==> config.mk <==
export PLATFORM = sky130hd
export DESIGN_NAME = char_lcd_nibble_command_port
export DESIGN_NICKNAME = d
export VERILOG_FILES = /design/src/lcd_port_pkg.sv /design/src/nibble_pair_assembler.sv /design/src/simple_ram.sv /design/src/char_lcd_nibble_command_port.sv
export SDC_FILE = /design/constraint.sdc
export NUM_CORES = 2
export LEC_CHECK = 0
export ABC_AREA = 1
export BUFFER_PORTS_ARGS = -buffer_cell sky130_fd_sc_hd__clkbuf_2
export CORE_ASPECT_RATIO = 0.8
export CORE_MARGIN = 3
export CORE_UTILIZATION = 50
export CTS_BUF_LIST = sky130_fd_sc_hd__clkbuf_16
export CTS_CLUSTER_DIAMETER = 200
export DETAILED_ROUTE_END_ITERATION = 10
export GPL_ROUTABILITY_DRIVEN = 1
export GPL_TIMING_DRIVEN = 0
export PLACE_DENSITY = 0.72
export SLEW_MARGIN = 0
export SYNTH_ARGS = -nofsm -noshare
export SYNTH_HDL_FRONTEND = slang
export SYNTH_SLANG_ARGS = --single-unit
==> constraint.sdc <==
create_clock -name sys_clk_in -period 5.2 [get_ports sys_clk_in]
set_input_delay 0.52 -clock sys_clk_in [delete_from_list [all_inputs] [get_ports sys_clk_in]]
set_output_delay 0.52 -clock sys_clk_in [all_outputs]
set_load 0.03 [all_outputs]
==> src/lcd_port_pkg.sv <==
// constants shared by the character display command port
// assumes a single 20 MHz clock; all times rounded to whole cycles
package lcd_port_pkg;
	localparam int CLK_PERIOD_NS = 50;
	// execution and start-up times in ns
	localparam int T_POWERUP_NS = 30_000_000;
	localparam int T_CLEAR_NS = 1_530_000;
	localparam int T_HOME_NS = 1_530_000;
	localparam int T_CMD_NS = 39_000;
	localparam int T_WRITE_NS = 43_000;
	// least times, rounded up
	localparam int CYC_POWERUP = (T_POWERUP_NS + CLK_PERIOD_NS - 1) /
		CLK_PERIOD_NS;
	localparam int CYC_CLEAR = (T_CLEAR_NS + CLK_PERIOD_NS - 1) /
		CLK_PERIOD_NS;
	localparam int CYC_HOME = (T_HOME_NS + CLK_PERIOD_NS - 1) / CLK_PERIOD_NS;
	localparam int CYC_CMD = (T_CMD_NS + CLK_PERIOD_NS - 1) / CLK_PERIOD_NS;
	localparam int CYC_WRITE = (T_WRITE_NS + CLK_PERIOD_NS - 1) /
		CLK_PERIOD_NS;
	localparam int CNT_W = 20;
	// display memory layout
	localparam logic [6:0] ROW1_FIRST = 7'h00;
	localparam logic [6:0] ROW1_LAST = 7'h27;
	localparam logic [6:0] ROW2_FIRST = 7'h40;
	localparam logic [6:0] ROW2_LAST = 7'h67;
	localparam logic [5:0] ROW_LAST_POS = 6'h27;
	localparam int VISIBLE_CHARS = 16;
	localparam int TEXT_AW = 7;
	localparam int GLYPH_AW = 6;
	localparam logic [6:0] SWEEP_LAST = 7'h7F;
	localparam logic [7:0] BLANK_CHAR = 8'h20;
	localparam logic [7:0] GLYPH_ZERO = 8'h00;
	// command codes and field positions
	localparam logic [7:0] CMD_CLEAR = 8'h01;
	localparam int ENTRY_DIR_BIT = 1;
	localparam int ENTRY_SHIFT_BIT = 0;
	localparam int CTRL_DISP_BIT = 2;
	localparam int CTRL_CURS_BIT = 1;
	localparam int CTRL_BLINK_BIT = 0;
	localparam int SHIFT_SC_BIT = 3;
	localparam int SHIFT_RL_BIT = 2;
	// values after reset
	localparam logic RST_INCREMENT = 1'b1;
	localparam logic RST_FOLLOW = 1'b0;
	localparam logic [2:0] RST_CONFIG = 3'h0;
endpackage

==> src/nibble_pair_assembler.sv <==
// joins two strobed nibbles into one byte with its register select
// assumes inputs synchronous to the clock and held until the first clock after the strobe falls
`timescale 1ns/1ns
module nibble_pair_assembler (
	input wire logic sys_clk_in,
	input wire logic reset_in,
	input wire logic accept_in,
	input wire logic nibble_strobe_line_in,
	input wire logic register_select_line_in,
	input wire logic [3:0] data_nibble_in,
	output logic byte_valid_out,
	output logic byte_rs_out,
	output logic [7:0] byte_out
);
	logic strobe_prev;
	logic second_half;
	logic [3:0] upper;
	logic strobe_fall;

	assign strobe_fall = strobe_prev && !nibble_strobe_line_in;

	always_ff @(posedge sys_clk_in) begin
		if (reset_in) begin
			strobe_prev <= 1'b0;
		end else begin
			strobe_prev <= nibble_strobe_line_in;
		end
	end

	// capture on the falling edge of the strobe
	always_ff @(posedge sys_clk_in) begin
		if (reset_in || !accept_in) begin
			second_half <= 1'b0;
			upper <= 4'h0;
			byte_valid_out <= 1'b0;
			byte_rs_out <= 1'b0;
			byte_out <= 8'h00;
		end else begin
			byte_valid_out <= 1'b0;
			if (strobe_fall && !second_half) begin
				upper <= data_nibble_in;
				second_half <= 1'b1;
			end else if (strobe_fall) begin
				byte_out <= {upper, data_nibble_in};
				byte_rs_out <= register_select_line_in;
				byte_valid_out <= 1'b1;
				second_half <= 1'b0;
			end
		end
	end
endmodule

==> src/simple_ram.sv <==
// single write port, single registered read port memory
// assumes one clock; contents are not reset, the owner sweeps them
`timescale 1ns/1ns
module simple_ram #(
	parameter int AW = 7,
	parameter int DW = 8
) (
	input wire logic sys_clk_in,
	input wire logic reset_in,
	input wire logic we_in,
	input wire logic [AW-1:0] waddr_in,
	input wire logic [DW-1:0] wdata_in,
	input wire logic [AW-1:0] raddr_in,
	output logic [DW-1:0] rdata_out
);
	logic [DW-1:0] mem [2**AW];

	always_ff @(posedge sys_clk_in) begin
		if (we_in) begin
			mem[waddr_in] <= wdata_in;
		end
	end

	always_ff @(posedge sys_clk_in) begin
		if (reset_in) begin
			rdata_out <= '0;
		end else begin
			rdata_out <= mem[raddr_in];
		end
	end
endmodule

==> src/char_lcd_nibble_command_port.sv <==
// character display command port: nibble bus in, display state out
// assumes host keeps start-up and execution waits; strobes while busy drop
// Behaviour
// - rows at 00-27 and 40-67
// - 40 positions per row, 16 visible
// - start-up clears RAM, sets entry mode
// - upper nibble first, then lower nibble
// - nibble captured on strobe high then low
// - execute only after second nibble
// - cursor, or glyph address when targeted, moves per entry direction after write
// - clear blanks, zero address, increment mode
// - return home zeroes address, homes cursor
// - entry mode: direction and shift bits
// - display, cursor, blink control bits
// - cursor or display shift, left/right
// - function configuration stored, 39 us
// - glyph address load targets glyph RAM
// - text address load targets text RAM
// - select high means data, low command
// - text address equals cursor position
`timescale 1ns/1ns
module char_lcd_nibble_command_port #(
	parameter int POWERUP_CYCLES = lcd_port_pkg::CYC_POWERUP,
	parameter int CLEAR_CYCLES = lcd_port_pkg::CYC_CLEAR,
	parameter int HOME_CYCLES = lcd_port_pkg::CYC_HOME
) (
	input wire logic sys_clk_in,
	input wire logic reset_in,
	input wire logic nibble_strobe_line_in,
	input wire logic register_select_line_in,
	input wire logic [3:0] data_nibble_in,
	input wire logic [6:0] text_read_addr_in,
	input wire logic [5:0] glyph_read_addr_in,
	output logic busy_out,
	output logic [6:0] cursor_addr_out,
	output logic [5:0] glyph_addr_out,
	output logic glyph_target_out,
	output logic increment_out,
	output logic display_follow_shift_bit_out,
	output logic [5:0] display_shift_out,
	output logic display_on_out,
	output logic cursor_on_out,
	output logic blink_on_out,
	output logic [2:0] function_config_out,
	output logic [7:0] text_read_data_out,
	output logic [7:0] glyph_read_data_out
);
	typedef enum logic [1:0] {
		ST_INIT_SWEEP,
		ST_CLEAR_SWEEP,
		ST_READY
	} state_t;

	state_t state;
	logic [6:0] sweep_idx;
	logic [lcd_port_pkg::CNT_W-1:0] cnt;
	logic [lcd_port_pkg::CNT_W-1:0] next_cnt;
	logic byte_valid;
	logic byte_rs;
	logic [7:0] cmd_byte;
	logic is_cmd;
	logic is_data;
	logic text_we;
	logic [6:0] text_waddr;
	logic [7:0] text_wdata;
	logic glyph_we;
	logic [5:0] glyph_waddr;
	logic [7:0] glyph_wdata;

	// next text address, hopping the gap between the two rows
	function automatic logic [6:0] step_addr(input logic [6:0] a,
		input logic up);
		logic [6:0] r;
		r = up ? a + 7'h01 : a - 7'h01;
		if (up && a == lcd_port_pkg::ROW1_LAST) r = lcd_port_pkg::ROW2_FIRST;
		if (up && a == lcd_port_pkg::ROW2_LAST) r = lcd_port_pkg::ROW1_FIRST;
		if (!up && a == lcd_port_pkg::ROW1_FIRST) r = lcd_port_pkg::ROW2_LAST;
		if (!up && a == lcd_port_pkg::ROW2_FIRST) r = lcd_port_pkg::ROW1_LAST;
		return r;
	endfunction

	// window offset within a 40-position row; left moves it forward
	function automatic logic [5:0] step_offset(input logic [5:0] o,
		input logic left);
		logic [5:0] r;
		r = left ? o + 6'h01 : o - 6'h01;
		if (left && o == lcd_port_pkg::ROW_LAST_POS) r = 6'h00;
		if (!left && o == 6'h00) r = lcd_port_pkg::ROW_LAST_POS;
		return r;
	endfunction

	nibble_pair_assembler u_assembler (
		.sys_clk_in(sys_clk_in),
		.reset_in(reset_in),
		.accept_in(!busy_out),
		.nibble_strobe_line_in(nibble_strobe_line_in),
		.register_select_line_in(register_select_line_in),
		.data_nibble_in(data_nibble_in),
		.byte_valid_out(byte_valid),
		.byte_rs_out(byte_rs),
		.byte_out(cmd_byte)
	);

	assign is_cmd = byte_valid && !byte_rs;
	assign is_data = byte_valid && byte_rs;

	// sweeps own the text write port, the start-up sweep also the glyph port; no byte can arrive while busy
	assign text_we = (state != ST_READY) || (is_data && !glyph_target_out);
	assign text_waddr = (state != ST_READY) ? sweep_idx : cursor_addr_out;
	assign text_wdata = (state != ST_READY) ? lcd_port_pkg::BLANK_CHAR :
		cmd_byte;
	assign glyph_we = (state == ST_INIT_SWEEP) || (is_data && glyph_target_out);
	assign glyph_waddr = (state == ST_INIT_SWEEP) ? sweep_idx[5:0] :
		glyph_addr_out;
	assign glyph_wdata = (state == ST_INIT_SWEEP) ? lcd_port_pkg::GLYPH_ZERO :
		cmd_byte;

	simple_ram #(.AW(lcd_port_pkg::TEXT_AW), .DW(8)) u_text_ram (
		.sys_clk_in(sys_clk_in),
		.reset_in(reset_in),
		.we_in(text_we),
		.waddr_in(text_waddr),
		.wdata_in(text_wdata),
		.raddr_in(text_read_addr_in),
		.rdata_out(text_read_data_out)
	);

	simple_ram #(.AW(lcd_port_pkg::GLYPH_AW), .DW(8)) u_glyph_ram (
		.sys_clk_in(sys_clk_in),
		.reset_in(reset_in),
		.we_in(glyph_we),
		.waddr_in(glyph_waddr),
		.wdata_in(glyph_wdata),
		.raddr_in(glyph_read_addr_in),
		.rdata_out(glyph_read_data_out)
	);

	// execution time for the byte just taken, less the load cycle
	always_comb begin
		next_cnt = lcd_port_pkg::CNT_W'(lcd_port_pkg::CYC_CMD - 1);
		if (byte_rs) begin
			next_cnt = lcd_port_pkg::CNT_W'(lcd_port_pkg::CYC_WRITE - 1);
		end else if (cmd_byte == lcd_port_pkg::CMD_CLEAR) begin
			next_cnt = lcd_port_pkg::CNT_W'(CLEAR_CYCLES - 1);
		end else if (cmd_byte[7:1] == 7'h01) begin
			next_cnt = lcd_port_pkg::CNT_W'(HOME_CYCLES - 1);
		end
	end

	always_ff @(posedge sys_clk_in) begin
		if (reset_in) begin
			state <= ST_INIT_SWEEP;
			sweep_idx <= 7'h00;
		end else begin
			unique case (state)
				ST_INIT_SWEEP, ST_CLEAR_SWEEP: begin
					sweep_idx <= sweep_idx + 7'h01;
					if (sweep_idx == lcd_port_pkg::SWEEP_LAST) begin
						state <= ST_READY;
					end
				end
				ST_READY: begin
					if (is_cmd && cmd_byte == lcd_port_pkg::CMD_CLEAR) begin
						state <= ST_CLEAR_SWEEP;
						sweep_idx <= 7'h00;
					end
				end
			endcase
		end
	end

	// busy spans start-up, each execution time and any sweep
	always_ff @(posedge sys_clk_in) begin
		if (reset_in) begin
			busy_out <= 1'b1;
			cnt <= lcd_port_pkg::CNT_W'(POWERUP_CYCLES - 1);
		end else if (byte_valid) begin
			busy_out <= 1'b1;
			cnt <= next_cnt;
		end else if (cnt != '0) begin
			cnt <= cnt - lcd_port_pkg::CNT_W'(1);
		end else if (state == ST_READY) begin
			busy_out <= 1'b0;
		end
	end

	// text cursor is the text address itself
	always_ff @(posedge sys_clk_in) begin
		if (reset_in) begin
			cursor_addr_out <= lcd_port_pkg::ROW1_FIRST;
			glyph_addr_out <= 6'h00;
			glyph_target_out <= 1'b0;
		end else if (is_data) begin
			if (glyph_target_out) begin
				glyph_addr_out <= increment_out ? glyph_addr_out + 6'h01 :
					glyph_addr_out - 6'h01;
			end else begin
				cursor_addr_out <= step_addr(cursor_addr_out, increment_out);
			end
		end else if (is_cmd) begin
			priority casez (cmd_byte)
				8'b1???????: begin
					cursor_addr_out <= cmd_byte[6:0];
					glyph_target_out <= 1'b0;
				end
				8'b01??????: begin
					glyph_addr_out <= cmd_byte[5:0];
					glyph_target_out <= 1'b1;
				end
				8'b0001????: begin
					if (!cmd_byte[lcd_port_pkg::SHIFT_SC_BIT]) begin
						cursor_addr_out <= step_addr(cursor_addr_out,
							cmd_byte[lcd_port_pkg::SHIFT_RL_BIT]);
					end
				end
				8'b0000001?, 8'b00000001: begin
					cursor_addr_out <= lcd_port_pkg::ROW1_FIRST;
					glyph_target_out <= 1'b0;
				end
				default: begin
				end
			endcase
		end
	end

	// entry mode, window offset, display control and configuration
	always_ff @(posedge sys_clk_in) begin
		if (reset_in) begin
			increment_out <= lcd_port_pkg::RST_INCREMENT;
			display_follow_shift_bit_out <= lcd_port_pkg::RST_FOLLOW;
			display_shift_out <= 6'h00;
			display_on_out <= 1'b0;
			cursor_on_out <= 1'b0;
			blink_on_out <= 1'b0;
			function_config_out <= lcd_port_pkg::RST_CONFIG;
		end else if (is_data) begin
			if (display_follow_shift_bit_out && !glyph_target_out) begin
				display_shift_out <= step_offset(display_shift_out,
					increment_out);
			end
		end else if (is_cmd) begin
			priority casez (cmd_byte)
				8'b1???????, 8'b01??????: begin
				end
				8'b001?????: begin
					function_config_out <= cmd_byte[4:2];
				end
				8'b0001????: begin
					if (cmd_byte[lcd_port_pkg::SHIFT_SC_BIT]) begin
						display_shift_out <= step_offset(display_shift_out,
							!cmd_byte[lcd_port_pkg::SHIFT_RL_BIT]);
					end
				end
				8'b00001???: begin
					display_on_out <= cmd_byte[lcd_port_pkg::CTRL_DISP_BIT];
					cursor_on_out <= cmd_byte[lcd_port_pkg::CTRL_CURS_BIT];
					blink_on_out <= cmd_byte[lcd_port_pkg::CTRL_BLINK_BIT];
				end
				8'b000001??: begin
					increment_out <= cmd_byte[lcd_port_pkg::ENTRY_DIR_BIT];
					display_follow_shift_bit_out <=
						cmd_byte[lcd_port_pkg::ENTRY_SHIFT_BIT];
				end
				8'b0000001?: begin
					display_shift_out <= 6'h00;
				end
				8'b00000001: begin
					display_shift_out <= 6'h00;
					increment_out <= 1'b1;
				end
				default: begin
				end
			endcase
		end
	end
endmodule

Word-level counts from Yosys, hierarchy flattened
Memory sizes are Yosys's and may differ from the RTL's. A register that Yosys moved wholly into a read port is not among the register bits.
Index checks and enable logic that the tools add are counted.
{ "word_totals": {"ff_bits": 74, "ramBits": 1536, "out_inout_bits": 45, "memories": 2} }
{ "memory_table": {"columns": ["name", "words", "word_bits", "read_ports", "rd_ports_with_merged_regs", "write_ports", "line", "text"], "rows": [
  ["u_text_ram.mem", 128, 8, 1, 1, 1, "simple_ram.sv:16", "logic [DW-1:0] mem [2**AW];"],
  ["u_glyph_ram.mem", 64, 8, 1, 1, 1, "simple_ram.sv:16", null]
]} }
{ "classes": {"addsub": 8, "n_eq_ne": 22, "n_mux": 54, "n_bitwise": 3, "reduce_logical": 57} }
{ "op_table": {"columns": ["cell", "n"], "rows": [
  ["7-bit two-way mux", 16],
  ["6-bit two-way mux", 16],
  ["20-bit two-way mux", 3],
  ["15-bit two-way mux", 2],
  ["7-bit == test, second input constant", 3],
  ["7-bit case mux with 3 select lines", 1],
  ["1-bit logical AND", 20],
  ["20-bit nonzero test", 1],
  ["20-bit by 1-bit subtractor with 20-bit output, second input constant", 1],
  ["3-bit AND reduction", 6],
  ["8-bit two-way mux", 2],
  ["7-bit by 1-bit adder with 7-bit output, second input constant", 2],
  ["7-bit case mux with 2 select lines", 1],
  ["6-bit by 1-bit adder with 6-bit output, second input constant", 2],
  ["6-bit case mux with 2 select lines", 1],
  ["2-bit nonzero test", 6],
  ["6-bit by 1-bit subtractor with 6-bit output, second input constant", 2],
  ["2-bit inequality test, second input constant", 5],
  ["8-bit by 1-bit == test with 1-bit output, second input constant", 1],
  ["4-bit AND reduction", 2],
  ["2-bit OR reduction", 4],
  ["7-bit by 1-bit == test with 1-bit output, second input constant", 1],
  ["7-bit by 6-bit == test with 1-bit output, second input constant", 1],
  ["7-bit zero test", 1],
  ["other kinds (24)", 44]
]} }

Longest topological paths before layout
{ "depth": {"word_depth": 10, "ltp_mapped": 14, "ltp_nobuf": 12} }

Modules after synthesis
A second synthesis with hierarchy kept.
{ "unflattened": {"hier_cells": 6164, "area_unflattened_um2": 68301.8} }
{ "by_module_without_submodules": {"columns": ["module", "instances", "cells_per_inst", "area_each_um2", "seq_area_each_um2"], "rows": [
  ["simple_ram at u_text_ram", 1, 3576, 42167.9, 30909.6],
  ["simple_ram at u_glyph_ram", 1, 1820, 21289.2, 15534.9],
  ["char_lcd_nibble_command_port", 1, 691, 4216.5, 1161.1],
  ["nibble_pair_assembler", 1, 77, 628.1, 320.3]
]} }

Worst setup path after synthesis
OpenSTA, ideal clock, no wires.
{ "synth_path": {"path_type": "reg2reg", "startpoint": "reg state[1]", "endpoint": "mem u_text_ram.mem[0][0], data pin", "arrival_time_ps": 3969, "required_time_ps": 4402, "setup_slack_ps": 433, "stages_incl_launch_ff": 7, "path_buffers": 2, "synth_period_minus_slack_ps": 4767, "path_cell_list": "dfxtp_1 > inv_2 > nor2_8 > inv_2 > buf_4 > clkbuf_1 > nor2_1"} }
{ "synth_via": {"elab_chain_cells": 2} }
{ "synth_lines": {"columns": ["element", "line", "text"], "rows": [
  ["from (decl)", "char_lcd_nibble_command_port.sv:54", "state_t state;"],
  ["from (signal assigned)", "char_lcd_nibble_command_port.sv:152", "state <= ST_INIT_SWEEP;"],
  ["from (signal assigned)", "char_lcd_nibble_command_port.sv:159", "state <= ST_READY;"],
  ["from (signal assigned)", "char_lcd_nibble_command_port.sv:164", "state <= ST_CLEAR_SWEEP;"],
  ["2-bit inequality test", "char_lcd_nibble_command_port.sv:110", "assign text_wdata = (state != ST_READY) ? lcd_port_pkg::BLANK_CHAR :"],
  ["8-bit two-way mux", "char_lcd_nibble_command_port.sv:110", null],
  ["via text_wdata[0]", "char_lcd_nibble_command_port.sv:65", "logic [7:0] text_wdata;"],
  ["to (decl)", "simple_ram.sv:16", null]
]} }
The timed path passes the listed nets, and every way through them passes these cells.

Worst setup path after layout
{ "layout_path": {"startpoint": "reg u_assembler.byte_rs_out", "endpoint": "mem u_text_ram.mem[2][1], enable pin"} }
{ "layout_via": {"elab_chain_cells": 5} }
{ "layout_lines": {"columns": ["element", "line", "text"], "rows": [
  ["from (decl)", "nibble_pair_assembler.sv:12", "output logic byte_rs_out,"],
  ["from (signal assigned)", "nibble_pair_assembler.sv:45", "byte_rs_out <= register_select_line_in;"],
  ["1-bit logical AND", "char_lcd_nibble_command_port.sv:105", "assign is_data = byte_valid && byte_rs;"],
  ["1-bit logical AND", "char_lcd_nibble_command_port.sv:108", "assign text_we = (state != ST_READY) || (is_data && !glyph_target_out);"],
  ["1-bit logical OR", "char_lcd_nibble_command_port.sv:108", null],
  ["1-bit two-way mux", "simple_ram.sv:19", "if (we_in) begin"],
  ["1-bit two-way mux (implied by the code)", "simple_ram.sv:20", "mem[waddr_in] <= wdata_in;"]
]} }
No other way between the ends.

==> flow_summary.yaml <==
setup_path:
  crit_fanout: 10
  end_kind: "register"
  setup.worst_path.start: "u_assembler.byte_rs_out"
  crit_path_start_kind: "register"
  worstSetupPathType: "reg2reg"
  reg2reg_setup_slack_ns: 1.11
  cp_data_arrival_time_ns: 4.50
  critical_path_required_ns: 5.61
  reg2reg_from: "u_assembler.byte_rs_out"
  crit_end: "u_text_ram.mem[2][1]"
  rr_worst_depth: 6
  r2r-end: "u_text_ram.mem[2][1]"
min_path:
  hold_class: "in2reg"
  whs_path_depth: 3
outcome:
  run_status: "finished, violations left"
  violations: "DRC"
routing:
  first_pass_iters: 11
  postRouteAntennaNets: 0
  drc: 1
  first_iter_violations: 8592
  totalWireLength_um: 219000
  route.vias.total: 50107
  wl_per_cell_um: 26.8
  routed_via_density: 6.13
die:
  rows: 119
  die_w_um: 416
  core_area_um2: 133000
  die_h_um: 334
  die_area_um2: 139000
  pin_count: 66
  start_util_pct: 50.7
place:
  dp_hpwl_um: 155000
  dp.cells: 7865
  portBuffers: 56
  pre_cts_slack_ns: 1.38
  gp_congestion: 1.01
final_layout:
  drive_above_1_share_pct: 7.90
  fin_nets: 6311
  layout_commonest_cell: "nand2_1"
  nFillCells: 10672
  synthToLayoutAreaGrowth_pct: 13.0
  final_cell_mix: "1870 x nand2_1, 1536 x edfxtp_1, 1249 x nand3_1"
  layoutNonFillerInstCount: 8169
power:
  ir_drop_uv: 346
  power_leakage_nw: 27.6
  finalPower_mw: 28.4
  powerDensity_nw_per_um2: 374
global_route:
  antenna_found_initial: 9
  track_usage_pct: 30.9
  grt_pass1_vias: 46184
  grt_max_degree: 85
  grt_pass1_wl_um: 311000
  grt_overflow: 0
sta:
  fin_tns_setup_ns: 0
  setup_violations: 0
  rsz0062_at_grt: "false"
  final_max_slew_viol_count: 0
  whs_ns: 0.0405
  fmax_ghz: 0.245
  worst_slew_pin_slew_ns: 1.40
  final_hold_viol_count: 0
  finalClockSkew_ns: 0.0306
  layout_min_cycle_time_ns: 4.09
  timing.final.crit_share_pct: 78.6
  maxSlewHeadroom_pct: 6.40
  setup_slack_ns: 1.11
synth:
  syn_nets: 6052
  syn_inst: 6020
  ys_seq_elements: 1626
  synthFlopType: "edfxtp_1"
  synth_seq_area_share_pct: 71.4
  avgSynthCellArea_um2: 11.2
  syn-cell-area_um2: 67100
  synth-edff-count: 1536
  synthArstFlopShare_pct: 0
  yosys_warnings: 0
  ys_types: 42
clocking:
  cts_made_buffers: 159
  path_clk_slew_ns: 0.06
  cts_setup_buffers: 0
  cts_tree: "yes"
  htree_levels: 4
  clock_sinks: 1626
  insertion_delay_ns: 0.82
  root_buffer: "clkbuf_16"
  clk_path_buf_depth: 3
run:
  maxCapViolCount: 0
[per-layer routing]
metal	track usage (%)	vias up	routed length (µm)
met5	0.136	-	35
met4	10.1	6	7160
met3	13.4	497	38000
met2	42.1	3859	89200
met1	44.4	24088	84600
li1	-	21657	-
[registers in the layout (all words and copies together), names as in the netlist, 2 cells and up]
name                   flops
cursor_addr_out            7
u_glyph_ram.mem          512
u_glyph_ram.rdata_out      8
u_assembler.upper          4
u_assembler.byte_out       8
state                      2
glyph_addr_out             6
u_text_ram.mem          1024
function_config_out        3
cnt                       20
sweep_idx                  7
u_text_ram.rdata_out       8
display_shift_out          6
[synth_stat cells (3+ instances only)]
cell type,n,area (µm²)
a211oi_1,5,37.5
nor2_1,372,1400
nor4_1,4,25.0
buf_2,137,686
ha_1,10,125
xor2_1,18,158
buf_4,3,22.5
nand3_1,1249,6250
clkbuf_1,183,687
a21oi_1,155,776
inv_1,110,413
buf_1,37,139
inv_2,11,41.3
or2_2,4,25.0
edfxtp_1,1536,46100
o211ai_1,13,97.6
nand3b_1,5,37.5
nor3_1,17,85.1
nand2_1,1871,7020
nor2_2,3,18.8
xnor2_1,4,35.0
dfxtp_1,90,1800
o221ai_1,3,26.3
o21ai_2,6,52.6
a31oi_1,8,50.1
o31ai_1,38,285
o22ai_1,5,31.3
nand4_1,14,87.6
o21ai_0,93,465
[final cells by class]
cell class,instances,area (µm²),share of cell area (%)
Multi-Input combinational cell,3910,17300,22.9
Clock buffer,160,4000,5.28
Clock inverter,129,1300,1.71
Tap cell,1754,2190,2.89
Sequential cell,1626,47900,63.2
Timing Repair Buffer,98,1100,1.45
Buffer,361,1540,2.03
Antenna cell,8,20.0,0.0264
Inverter,123,462,0.608
[cell families after synthesis]
family          Yosys count  synth area share, %
simple gates           3545                 22.4
flops                  1626                 71.4
buf+inv                 484                 2.98
compound gates          332                 2.78
xor+xnor                 22                0.287
fa+ha+maj                11                0.216
[per-stage QoR]
| step | instance area (µm²) | util, % |
|---|---|---|
| after floorplan | 67100 | - |
| after global placement | 69600 | 52.5 |
| after detailed placement | 70500 | 53.2 |
| after CTS | 75800 | 57.2 |
| after global routing | 75900 | 57.3 |
| final | 75900 | 57.3 |
[report_power, final]
part | switching [mW] | internal [mW]
sequential | 0.0454 | 14.3
combinational | 1.71 | 0.432
clock | 5.15 | 6.69
total | 6.91 | 21.5
[critical path, stage by stage, from the launching register on]
cell and delay (ns):
dfxtp_1 0.38, nand2_1 0.14, buf_2 0.24, o21ai_2 0.47, nand2_1 0.56, clkbuf_1 0.70
nor2_1 1.18
[how the worst min path moves through the flow]
stage                         startpoint                 endpoint  slack [ns]
floorplan           u_assembler.upper[2]  u_assembler.byte_out[6]        0.42
global placement    u_assembler.upper[1]     u_assembler.upper[1]        0.44
detailed placement                cnt[0]                   cnt[0]        0.44
CTS                    data_nibble_in[2]     u_assembler.upper[2]       0.007
global route           data_nibble_in[2]     u_assembler.upper[2]        0.04
finish                 data_nibble_in[2]     u_assembler.upper[2]        0.04
[repair_timing]
action	CTS	global route
resized for setup	0	0
hold buffers	5	0
hold endpoints to repair	5	0
endpoints found under the setup margin	0	0
Note: power is estimated with default switching activity, not from simulation.
